File: config.mk
export PLATFORM = sky130hd
export DESIGN_NAME = hps_ctrl
export DESIGN_NICKNAME = d
export VERILOG_FILES = /design/src/core/hps_pkg.sv /design/src/core/hps_tick.sv /design/src/core/hps_hold.sv /design/src/core/hps_ctrl.sv
export VERILOG_INCLUDE_DIRS = /design/src /design/src/core
export SDC_FILE = /design/constraint.sdc
export NUM_CORES = 1
export LEC_CHECK = 0
export BUFFER_PORTS_ARGS = -buffer_cell sky130_fd_sc_hd__buf_4
export CORE_UTILIZATION = 64
export DETAILED_ROUTE_END_ITERATION = 6
export PLACE_DENSITY = 0.86
export REMOVE_ABC_BUFFERS = 1
export SYNTH_ARGS = -nofsm -noshare
export SYNTH_HDL_FRONTEND = slang
export SYNTH_HIERARCHICAL = 1
export SYNTH_SLANG_ARGS = --single-unit
File: constraint.sdc
create_clock -name mclk -period 5.6 [get_ports mclk]
set_input_delay 0.84 -clock mclk [delete_from_list [all_inputs] [get_ports mclk]]
set_output_delay 0.84 -clock mclk [all_outputs]
set_load 0.005 [all_outputs]
File: src/core/hps_regs.svh
// register map, field positions, reset values and timing constants
`ifndef HPS_REGS_SVH
`define HPS_REGS_SVH
`define HPS_CTRL_OFS 8'h00
`define HPS_PWIDTH_OFS 8'h04
`define HPS_PINCFG_OFS 8'h08
`define HPS_STAT_OFS 8'h0C
`define HPS_CTRL_ON_EN 0
`define HPS_CTRL_OFF_EN 1
`define HPS_CTRL_RST_EN 2
`define HPS_CTRL_BLANK_EN 3
`define HPS_CTRL_PINV 4
`define HPS_CTRL_RINV 5
`define HPS_CTRL_RST 32'h0000_0000
`define HPS_PINCFG_RST 32'h0000_0223
`define HPS_CLK_HZ 100000000
`define HPS_ON_HOLD_MS 250
`define HPS_LONG_HOLD_MS 4000
`define HPS_PWIDTH_MS 1000
`define HPS_EXTRA_MS 5000
`define HPS_RST_MS 1000
`define HPS_MS_CYC (`HPS_CLK_HZ / 1000)
`endif

File: src/core/hps_pkg.sv
// types of the host power switch controller
package hps_pkg;
  typedef enum logic [4:0] {
    HPS_IDLE = 5'b00001,
    HPS_PWR = 5'b00010,
    HPS_HOLD = 5'b00100,
    HPS_RST = 5'b01000,
    HPS_SELF = 5'b10000
  } hps_state_e;
  typedef logic [31:0] hps_word_t;
endpackage

File: src/core/hps_tick.sv
// millisecond tick generator
`timescale 1ns/100ps
`default_nettype none
`include "hps_regs.svh"
module hps_tick import hps_pkg::*; #(
  parameter int unsigned MS_CYC = `HPS_MS_CYC
) (
  input wire logic mclk,
  input wire logic rst_n,
  input wire logic ce,
  output logic tick
);
  typedef struct packed {
    logic [31:0] cnt;
    logic tick;
  } hps_tick_s;
  hps_tick_s s_q, s_d;
  always_comb begin
    s_d = s_q;
    s_d.tick = 1'b0;
    if (s_q.cnt >= MS_CYC - 1) begin
      s_d.cnt = 32'h0000_0000;
      s_d.tick = 1'b1;
    end else begin
      s_d.cnt = s_q.cnt + 32'h0000_0001;
    end
  end
  always_ff @(posedge mclk) begin
    if (!rst_n) begin
      s_q <= '0;
    end else if (ce) begin
      s_q <= s_d;
    end
  end
  assign tick = s_q.tick & ce;
endmodule // hps_tick
`default_nettype wire

File: src/core/hps_hold.sv
// key hold timer in milliseconds, cleared on release
`timescale 1ns/100ps
`default_nettype none
module hps_hold import hps_pkg::*; (
  input wire logic mclk,
  input wire logic rst_n,
  input wire logic ce,
  input wire logic tick,
  input wire logic key,
  output logic [15:0] ms
);
  typedef struct packed {
    logic [15:0] ms;
  } hps_hold_s;
  hps_hold_s s_q, s_d;
  always_comb begin
    s_d = s_q;
    if (!key) begin
      s_d.ms = 16'h0000; // RQ15
    end else if (tick && s_q.ms != 16'hFFFF) begin
      s_d.ms = s_q.ms + 16'h0001;
    end
  end
  always_ff @(posedge mclk) begin
    if (!rst_n) begin
      s_q <= '0;
    end else if (ce) begin
      s_q <= s_d;
    end
  end
  assign ms = s_q.ms;
endmodule // hps_hold
`default_nettype wire

File: src/core/hps_ctrl.sv
// host power switch controller top with AXI4-Lite registers
// Operation
// (RQ1) power switch pin is released except while pulsing; level per invert bit
// (RQ2) reset pin is released except while resetting the host
// (RQ3) power on, hard off and hard reset each need their own enable bit
// (RQ4) sense low, enter held 250 ms: pulse power switch for set width
// (RQ5) sense high, cancel held 4 s: pulse power switch, at least width
// (RQ6) cancel still held after width: keep driving up to 5 s more
// (RQ7) sense high, enter held 4 s: drive reset pin for 1 s
// (RQ8) after keypad host reset the block restarts itself
// (RQ9) when enabled, blank display while sense is low
// (RQ10) host leaves power, reset and sense pins in default modes
// (RQ11) sense pin mode code 011, user flag 0
// (RQ12) switch and reset pins mode code 010, user flag 0
// (RQ13) host sets pin modes via command 34 with three bytes
// (RQ14) host stores pin modes as power-up default
// (RQ15) hold timers clear on release; early release gives no pulse
//
// Design decisions made here: the placing of the registers and the AXI4-Lite slave port.
`timescale 1ns/100ps
`default_nettype none
`include "hps_regs.svh"
module hps_ctrl import hps_pkg::*; #(
  parameter int unsigned MS_CYC = `HPS_MS_CYC
) (
  input wire logic mclk,
  input wire logic rst_n,
  input wire logic ce,
  input wire logic key_enter,
  input wire logic key_cancel,
  input wire logic supply_sense_function,
  output logic pwr_sw_o,
  output logic pwr_sw_oe,
  output logic host_rst_o,
  output logic host_rst_oe,
  output logic display_blank,
  output logic self_restart,
  input wire logic [7:0] s_axi_awaddr,
  input wire logic s_axi_awvalid,
  output logic s_axi_awready,
  input wire logic [31:0] s_axi_wdata,
  input wire logic [3:0] s_axi_wstrb,
  input wire logic s_axi_wvalid,
  output logic s_axi_wready,
  output logic [1:0] s_axi_bresp,
  output logic s_axi_bvalid,
  input wire logic s_axi_bready,
  input wire logic [7:0] s_axi_araddr,
  input wire logic s_axi_arvalid,
  output logic s_axi_arready,
  output logic [31:0] s_axi_rdata,
  output logic [1:0] s_axi_rresp,
  output logic s_axi_rvalid,
  input wire logic s_axi_rready
);
  // ==========================================================
  // state
  typedef struct packed {
    hps_state_e st;
    logic [15:0] ms;
    logic pwr_drv;
    logic rst_drv;
    logic self_rst;
    logic blank;
    hps_word_t ctrl;
    logic [15:0] pwidth;
    hps_word_t pincfg;
    logic aw_ok;
    logic [7:0] awaddr;
    logic w_ok;
    hps_word_t wdata;
    logic [3:0] wstrb;
    logic bvalid;
    logic [1:0] bresp;
    logic rvalid;
    hps_word_t rdata;
    logic [1:0] rresp;
  } hps_ctrl_s;
  hps_ctrl_s s_q, s_d;
  logic tick;
  logic [15:0] enter_ms, cancel_ms;

  function automatic hps_word_t merge(hps_word_t o, hps_word_t n,
                                      logic [3:0] be);
    hps_word_t r;
    r = o;
    for (int i = 0; i < 4; i++) begin
      if (be[i]) r[8*i +: 8] = n[8*i +: 8];
    end
    return r;
  endfunction

  function automatic logic known(logic [7:0] a);
    return a == `HPS_CTRL_OFS || a == `HPS_PWIDTH_OFS ||
           a == `HPS_PINCFG_OFS || a == `HPS_STAT_OFS;
  endfunction

  // ==========================================================
  // submodules
  hps_tick #(.MS_CYC(MS_CYC)) u_tick (
    .mclk(mclk),
    .rst_n(rst_n),
    .ce(ce),
    .tick(tick)
  );
  hps_hold u_enter (
    .mclk(mclk),
    .rst_n(rst_n),
    .ce(ce),
    .tick(tick),
    .key(key_enter),
    .ms(enter_ms)
  );
  hps_hold u_cancel (
    .mclk(mclk),
    .rst_n(rst_n),
    .ce(ce),
    .tick(tick),
    .key(key_cancel),
    .ms(cancel_ms)
  );

  // ==========================================================
  // next state
  logic pins_ok;
  always_comb begin
    s_d = s_q;
    // pin modes must be default for the power functions to act
    pins_ok = (s_q.pincfg == `HPS_PINCFG_RST); // RQ10 RQ11 RQ12
    s_d.blank = s_q.ctrl[`HPS_CTRL_BLANK_EN] & ~supply_sense_function; // RQ9
    if (tick) s_d.ms = s_q.ms + 16'h0001;
    case (s_q.st)
      HPS_IDLE: begin
        s_d.ms = 16'h0000;
        if (pins_ok && !supply_sense_function &&
            s_q.ctrl[`HPS_CTRL_ON_EN] &&
            enter_ms >= 16'(`HPS_ON_HOLD_MS)) begin // RQ3 RQ4
          s_d.st = HPS_PWR;
          s_d.pwr_drv = 1'b1;
        end else if (pins_ok && supply_sense_function &&
                     s_q.ctrl[`HPS_CTRL_OFF_EN] &&
                     cancel_ms >= 16'(`HPS_LONG_HOLD_MS)) begin // RQ3 RQ5
          s_d.st = HPS_HOLD;
          s_d.pwr_drv = 1'b1;
        end else if (pins_ok && supply_sense_function &&
                     s_q.ctrl[`HPS_CTRL_RST_EN] &&
                     enter_ms >= 16'(`HPS_LONG_HOLD_MS)) begin // RQ3 RQ7
          s_d.st = HPS_RST;
          s_d.rst_drv = 1'b1;
        end
      end
      HPS_PWR: begin
        if (s_q.ms >= s_q.pwidth) begin // RQ4
          s_d.st = HPS_IDLE;
          s_d.pwr_drv = 1'b0;
        end
      end
      HPS_HOLD: begin
        if (s_q.ms >= s_q.pwidth &&
            (!key_cancel ||
             s_q.ms >= s_q.pwidth + 16'(`HPS_EXTRA_MS))) begin // RQ5 RQ6
          s_d.st = HPS_IDLE;
          s_d.pwr_drv = 1'b0;
        end
      end
      HPS_RST: begin
        if (s_q.ms >= 16'(`HPS_RST_MS)) begin // RQ7
          s_d.st = HPS_SELF;
          s_d.rst_drv = 1'b0;
          s_d.self_rst = 1'b1; // RQ8
        end
      end
      HPS_SELF: begin
        s_d.st = HPS_IDLE;
      end
      default: begin
        s_d.st = HPS_IDLE;
        s_d.pwr_drv = 1'b0;
        s_d.rst_drv = 1'b0;
      end
    endcase

    // ---------------- AXI4-Lite write
    if (s_axi_awvalid && !s_q.aw_ok) begin
      s_d.aw_ok = 1'b1;
      s_d.awaddr = s_axi_awaddr;
    end
    if (s_axi_wvalid && !s_q.w_ok) begin
      s_d.w_ok = 1'b1;
      s_d.wdata = s_axi_wdata;
      s_d.wstrb = s_axi_wstrb;
    end
    if (s_q.aw_ok && s_q.w_ok && !s_q.bvalid) begin
      s_d.aw_ok = 1'b0;
      s_d.w_ok = 1'b0;
      s_d.bvalid = 1'b1;
      s_d.bresp = known(s_q.awaddr) ? 2'b00 : 2'b10;
      case (s_q.awaddr)
        `HPS_CTRL_OFS: begin
          s_d.ctrl = merge(s_q.ctrl, s_q.wdata, s_q.wstrb) &
                     32'h0000_003F;
        end
        `HPS_PWIDTH_OFS: begin
          s_d.pwidth = 16'(merge({16'h0000, s_q.pwidth}, s_q.wdata,
                                 s_q.wstrb));
        end
        `HPS_PINCFG_OFS: begin
          s_d.pincfg = merge(s_q.pincfg, s_q.wdata, s_q.wstrb) &
                       32'h0000_0FFF;
        end
        default: begin
        end
      endcase
    end
    if (s_q.bvalid && s_axi_bready) s_d.bvalid = 1'b0;

    // ---------------- AXI4-Lite read
    if (s_axi_arvalid && !s_q.rvalid) begin
      s_d.rvalid = 1'b1;
      s_d.rresp = known(s_axi_araddr) ? 2'b00 : 2'b10;
      case (s_axi_araddr)
        `HPS_CTRL_OFS: s_d.rdata = s_q.ctrl;
        `HPS_PWIDTH_OFS: s_d.rdata = {16'h0000, s_q.pwidth};
        `HPS_PINCFG_OFS: s_d.rdata = s_q.pincfg;
        `HPS_STAT_OFS: s_d.rdata = {23'h00_0000, s_q.st,
                                    supply_sense_function, s_q.blank,
                                    s_q.rst_drv, s_q.pwr_drv};
        default: s_d.rdata = 32'h0000_0000;
      endcase
    end else if (s_q.rvalid && s_axi_rready) begin
      s_d.rvalid = 1'b0;
    end
  end

  // ==========================================================
  // registers
  always_ff @(posedge mclk) begin
    if (!rst_n || (ce && s_q.self_rst)) begin // RQ8
      s_q.st <= HPS_IDLE;
      s_q.ms <= 16'h0000;
      s_q.pwr_drv <= 1'b0;
      s_q.rst_drv <= 1'b0;
      s_q.self_rst <= 1'b0;
      s_q.blank <= 1'b0;
      s_q.aw_ok <= 1'b0;
      s_q.awaddr <= 8'h00;
      s_q.w_ok <= 1'b0;
      s_q.wdata <= 32'h0000_0000;
      s_q.wstrb <= 4'h0;
      s_q.bvalid <= 1'b0;
      s_q.bresp <= 2'b00;
      s_q.rvalid <= 1'b0;
      s_q.rdata <= 32'h0000_0000;
      s_q.rresp <= 2'b00;
      if (!rst_n) begin
        s_q.ctrl <= `HPS_CTRL_RST;
        s_q.pwidth <= 16'(`HPS_PWIDTH_MS);
        s_q.pincfg <= `HPS_PINCFG_RST;
      end
    end else if (ce) begin
      s_q <= s_d;
    end
  end

  // ==========================================================
  // outputs
  assign pwr_sw_oe = s_q.pwr_drv; // RQ1
  assign pwr_sw_o = s_q.pwr_drv & s_q.ctrl[`HPS_CTRL_PINV]; // RQ1
  assign host_rst_oe = s_q.rst_drv; // RQ2
  assign host_rst_o = s_q.rst_drv & s_q.ctrl[`HPS_CTRL_RINV]; // RQ2
  assign display_blank = s_q.blank;
  assign self_restart = s_q.self_rst;
  assign s_axi_awready = ~s_q.aw_ok;
  assign s_axi_wready = ~s_q.w_ok;
  assign s_axi_bvalid = s_q.bvalid;
  assign s_axi_bresp = s_q.bresp;
  assign s_axi_arready = ~s_q.rvalid;
  assign s_axi_rvalid = s_q.rvalid;
  assign s_axi_rdata = s_q.rdata;
  assign s_axi_rresp = s_q.rresp;

  // ==========================================================
  // assertions
  pwr_idle_off_a: assert property (@(posedge mclk) disable iff (!rst_n) // RQ1
    s_q.st == HPS_IDLE |-> !pwr_sw_oe && !host_rst_oe)
    else $error("pins driven while idle");
  rst_pin_a: assert property (@(posedge mclk) disable iff (!rst_n) // RQ2
    host_rst_oe |-> s_q.st == HPS_RST)
    else $error("reset pin driven outside reset");
  enable_gate_a: assert property (@(posedge mclk) disable iff (!rst_n) // RQ3
    s_q.st == HPS_IDLE && $past(s_q.st) == HPS_IDLE && s_d.st == HPS_PWR
    |-> s_q.ctrl[`HPS_CTRL_ON_EN])
    else $error("power on without enable");
  on_hold_a: assert property (@(posedge mclk) disable iff (!rst_n) // RQ4
    ce && s_q.st == HPS_IDLE && s_d.st == HPS_PWR
    |-> enter_ms >= 16'(`HPS_ON_HOLD_MS) && !supply_sense_function)
    else $error("power on too early");
  off_hold_a: assert property (@(posedge mclk) disable iff (!rst_n) // RQ5
    ce && s_q.st == HPS_IDLE && s_d.st == HPS_HOLD
    |-> cancel_ms >= 16'(`HPS_LONG_HOLD_MS) && supply_sense_function)
    else $error("hard off too early");
  off_max_a: assert property (@(posedge mclk) disable iff (!rst_n) // RQ6
    s_q.st == HPS_HOLD
    |-> s_q.ms <= s_q.pwidth + 16'(`HPS_EXTRA_MS) + 16'h0001)
    else $error("hard off too long");
  rst_len_a: assert property (@(posedge mclk) disable iff (!rst_n) // RQ7
    s_q.st == HPS_RST |-> s_q.ms <= 16'(`HPS_RST_MS))
    else $error("host reset too long");
  self_rst_a: assert property (@(posedge mclk) disable iff (!rst_n) // RQ8
    ce && s_q.self_rst |=> !pwr_sw_oe && s_q.st == HPS_IDLE)
    else $error("no restart after reset");
  blank_a: assert property (@(posedge mclk) disable iff (!rst_n) // RQ9
    ce && s_q.ctrl[`HPS_CTRL_BLANK_EN] && !supply_sense_function
    |=> display_blank || $past(s_q.self_rst))
    else $error("display not blanked");
endmodule // hps_ctrl
`default_nettype wire

; Word level (Yosys, flattened, before mapping)
; Cells that the tools add are included.
[totals]
in_bits = 63
output_inout_bits = 47
ff_bits = 254
wordCells = 193
[op_classes]
n_reduce_logical = 72
order_cmp = 7
addsub = 5
eq_ne = 25
n_bitwise = 10
muxes = 47
[op_table]
columns = op, count
row1 = 2-to-1 mux 164 bit, 2
row2 = one-hot mux 32 bit (4 select lines), 1
row3 = 2-to-1 mux 16 bit, 7
row4 = 2-to-1 mux 32 bit, 3
row5 = 2-to-1 mux 81 bit, 1
row6 = 2-to-1 mux 80 bit, 1
row7 = "adder 16 x 1 -> 16 bit, second input constant", 3
row8 = 2-to-1 mux 37 bit, 1
row9 = AND reduction 5 bit, 7
row10 = 2-to-1 mux 34 bit, 1
row11 = "adder 32 x 1 -> 32 bit, second input constant", 1
row12 = "equality test 32 x 10 -> 1 bit, second input constant", 1
row13 = "equality test 8 x 4 -> 1 bit, second input constant", 4
row14 = "greater-or-equal comparator 16 x 12 -> 1 bit, second input constant", 2
row15 = greater-or-equal comparator 16 bit, 2
row16 = "greater-or-equal comparator 32 x 17 -> 1 bit, second input constant", 1
row17 = "inequality test 16 bit, second input constant", 2
row18 = 2-to-1 mux 5 bit, 6
row19 = nonzero test 2 bit, 12
row20 = AND reduction 2 bit, 11
row21 = one-hot mux 5 bit (4 select lines), 1
row22 = logical AND 1 bit, 19
row23 = "adder 16 x 13 -> 16 bit, second input constant", 1
row24 = "equality test 8 x 3 -> 1 bit, second input constant", 2
row25 = other kinds (30), 74

; Logic depth before layout (Yosys ltp)
[depth]
depth_word = 9
mapped_depth = 12
mapped_depth_nobuf = 12

; Modules after synthesis
; The synthesis kept the hierarchy.
[modules_own_cells]
columns = module, instances, cells_each, area_each_um2, seq_area_each_um2
row1 = hps_ctrl, 1, 632, 5844.4, 2502.4
row2 = hps_hold, 2, 131, 1037.2, 320.3
row3 = hps_tick, 1, 187, 1586.5, 660.6

; Least setup slack after synthesis
; Ideal clock, no wire load.
[synth_timing]
path_type = flip-flop to flip-flop
startpoint = register s_q[119] (netlist name)
endpoint = register s_q, in the netlist pwr_sw_oe
path_slack_ps = 2875
path_buffers = 0
arrival_ps = 2646
path_stages_with_launch = 12
setup_time_ps = 79
cell_sequence = edfxtp_1 -> ha_1 -> a311oi_1 -> nand2_1 -> a31oi_1 -> xnor2_1 -> ha_1 -> a211oi_1 -> nor2_1 -> a2111o_1 -> and3_4 -> a211oi_2
[synth_via]
elab_chain_cells = 6
word_cells_on_any_way = 8
cone_classes = 1 x add/sub / 2 x order compare / 2 x eq/ne / 3 x reduce/logical
[synth_lines]
columns = item, line
row1 = "start, declared", hps_ctrl.sv:79  ; hps_ctrl_s s_q, s_d;
row2 = adder 16 x 13 -> 16 bit, hps_ctrl.sv:161  ; s_q.ms >= s_q.pwidth + 16'(`HPS_EXTRA_MS))) begin
row3 = greater-or-equal comparator 16 bit, hps_ctrl.sv:161
row4 = logical OR 1 bit, hps_ctrl.sv:160  ; (!key_cancel ||
row5 = logical AND 1 bit, hps_ctrl.sv:159  ; if (s_q.ms >= s_q.pwidth &&
row6 = inequality test 2 bit (no source line), --
row7 = AND reduction 5 bit (no source line) (*), --
; Mark *: on every way between the ends. The rest lies on a longest branch, timed or not.
; A chain may end at the register's enable or synchronous reset.

; Worst setup path after layout
[layout_timing]
startpoint = register s_q[119] (netlist name)
endpoint = register s_q[184] (netlist name)
; Same word-level chain as after synthesis.

==> run summary <==
Counting along the longest clock path gives a buffer depth of 2. Buffers added to address setup during post-CTS repair amount to 0. The post-layout minimum cycle time came out at 3.18 ns.

Of all flip-flops after synthesis, the portion carrying an async set or reset was 0%. Category of cells accounting for the largest share of critical-path delay: compound AO/OA/AOI/OAI gates. The final hold violation count was 0. The core region is 14,500 sq um. The area occupied by registers is 3800 sq um. The worst setup path is launched from a flop. For the via count of the first global-routing pass, the log shows 7,530. The tools report the count of antenna-violating nets left after detailed routing as 0. In the synthesized netlist the dominant register cell turns out to be dfxtp_1. The logs give 0.00399 uW for the leakage power total and 65.4% for the effective utilization at floorplan. Measured against its own limit, the worst slew margin works out to 26.1%. The number of placed instances with taps included is 1,271, and the biggest cell delay along the critical path is 0.58 ns.

For the number of max-slew violations in the final report, the log shows 0. At the worst endpoint, the required time is 5.96 ns. In this run the clock root is driven by a clkbuf_16. Die outline area: 15,300 sq um. TritonCTS built the clock tree. The die is 124 um tall. Sequential elements use 40.0% of the synthesized area. Global routing finished with a remaining overflow of 0. At the pin with the least slew margin, the transition time is 1.10 ns. Counting flops and latches in the post-synthesis netlist gives 173. The routed layout has 8,271 vias. The worst setup path is captured at a flop. The logs give 173 for the number of sinks on the clock net and 1,205 for the number of nets at the end of the flow. The clock latency on the worst-skew pair was 0.44 ns. Entering global routing, the biggest net connects 58 pins. After detailed placement, the total cell area comes to 9950 sq um. The average cell area after synthesis is 8.79 sq um. Static timing analysis puts the maximum clock frequency at 314 MHz.

The number of enable flip-flop cells after synthesis came out at 34. In this run the worst hold path is classified as flop to flop. Synthesis produced a netlist whose cell count is 1,081. The final-report setup violation count was 0; the total of hold buffers inserted after clock tree synthesis was 0. Setup repair after global routing left no endpoint under its margin.

At the worst endpoint, the arrival time is 3.54 ns. The logs give 10,500 sq um for the final cell area excluding filler cells and 1,303 for the number of cells in the finished layout apart from fillers. The library cells used most frequently in the layout, excluding fill and tap cells, are 139 x dfxtp_1, 131 x nand2_1, 96 x nor2_1. The logs give 0 for the initial antenna violation count and 0.00847 ns for the worst setup skew after layout.

Dividing the detail-routed wire length by the instance count gives 17.2 um. The sum of buffers and inverters on the critical path is 1. The wire-length estimate of the detail-placed layout is 15,300 um.

The first global-routing pass estimated 35,800 um of wire. At the placement stage, the worst setup path has a slack of 2.27 ns. The tools report the global routing usage summed across all routing layers as 29.7%. Power spread over the standard cell area amounts to 253 nW/um^2. Slowest library cell on the worst path: o41ai_1. Relative to the synthesized area, the layout overhead comes to 10.6%.

The number of antenna diodes in the final layout is 0. The tools report the worst-case setup margin in the final layout as 2.42 ns. The worst-case IR drop observed on VDD is 252 uV. The floorplan has 44 rows. The distinct cell type count of the synthesized netlist came out at 78.

At the end of routability-driven placement, the weighted congestion stood at 0.871. The proportion of layout cells with a drive suffix above 1 came out at 14.4%. Walking the worst path, the cells encountered are inv_1 -> o41ai_1 -> and3_1 -> o21ai_0 -> xnor2_1 -> ha_1 -> nand4_1 -> nor2_1 -> a2111o_1 -> nand3_2 -> mux2i_1.

In the routed design, unresolved DRC markers number 0. The cell area that synthesis handed to floorplanning was 9510 sq um. The count of routing violations after the opening detailed-route iteration is 816, and the count of pins on the block boundary is 110. The die width works out to 124 um. For the number of fill cells, the log shows 1,105.

After clock tree synthesis, the repair step resized 0 gates. For this run, the detailed router's first-pass iteration total came to 5. The maximum fanout along the worst path is 7. The flow ran to the end, and the final reports show no timing, DRC or antenna violations. Leaving out fill and tap cells, the most frequent cell in the layout is dfxtp_1.

The run gives 2660 uW as the total power draw. The classification of the worst setup path is flop to flop. Clock buffer count from CTS: 17. After clock tree synthesis, the clock-pin slew on the worst setup and hold paths is 0.08 ns. The number of buffers inserted by port buffering was 89; the maximum level of the CTS H-tree was 4. The final-layout setup total negative slack is 0 ns, and the part of the cycle the worst path needs is 56.8%. Total number of yosys warnings: 6. The detailed-route vias per instance is 6.35, and the total detailed-routing wirelength is 22,400 um.

Summing all multi-input logic gate instances after layout gives 5040 sq um. Max-cap violations in this run came to 0.
-- layer usage --
| metal | global-route usage (%) | part of all wire [%] |
|---|---|---|
| met1 | 38.6 | 43 |
| met2 | 49.2 | 49 |
| met3 | 5.45 | 6.0 |
| met4 | 10.8 | 1.6 |
| met5 | 0 | 0 |
-- sequential cells by signal (all words and copies together) (netlist names), 16 cells and up --
| register | flops |
|---|---|
| s_q | 83 |
| u_tick/s_q | 33 |
| s_axi_rdata | 17 |
| u_cancel/ms | 16 |
| u_enter/ms | 16 |
-- path summary, 6_finish.rpt --
check	to	slack, ns	cells past startpoint	start
hold reg to reg	s_q[53]	0.46	2	s_q[53]
setup / recovery	s_q[184]	2.42	11	s_q[119]
setup reg to reg	s_q[184]	2.42	11	s_q[119]
hold / removal	s_q[53]	0.46	2	s_q[53]
-- worst min-delay path, stage by stage (launching register included) --
cell and delay, ns:
dfxtp_1 0.31, nand2_1 0.05, a21oi_1 0.05
-- logic make-up after synthesis --
family                   after synthesis  share of synthesized area, %
flip-flops                           173                          40.0
other                                  1                        0.0395
multiplexers                          23                          3.29
adder cells (fa/ha/maj)               36                          4.74
XOR/XNOR                              50                          4.61
buffers and inverters                133                          7.16
AND/OR/NAND/NOR                      465                          25.3
AO/OA/AOI/OAI                        200                          14.8
-- cell type report --
class / count / area share (%)
clock buffers: 17 / 4.04
clock inverters: 15 / 1.38
inverters: 43 / 1.53
multi-input cells: 776 / 47.9
flip-flops and latches: 173 / 36.2
well taps: 184 / 2.19
repair buffers: 95 / 6.78
-- metrics by stage --
stage	util, %	hold slack [ns]
after floorplan	-	0.432
final	72.4	0.457
after global placement	68.4	0.441
after global routing	72.4	0.474
after CTS	72.4	0.452
after detailed placement	68.4	0.442
-- power breakdown --
part,internal (uW),switching [uW]
Sequential,1300,26.9
Clock,591,550
Combinational,78.1,118
Total,1970,695
-- cell usage after synthesis (12+ instances only) --
library cell	count	share of area, %
dfxtp_1	139	29
nand2_1	132	5.2
nor2_1	96	3.8
a21oi_1	51	2.7
nand3_1	42	2.2
inv_1	41	1.6
xnor2_1	38	3.5
buf_4	36	2.8
ha_1	36	4.7
edfxtp_1	34	11
clkbuf_1	32	1.3
and3_1	30	2.0
nand4_1	27	1.8
o21ai_0	24	1.3
or3_1	24	1.6
a31oi_1	22	1.4
nor3_1	22	1.2
nor4_1	21	1.4
mux2i_1	14	1.5
a22oi_1	13	1.0
buf_2	13	0.68
xor2_1	12	1.1
Note: power is estimated with default switching activity, not from simulation.
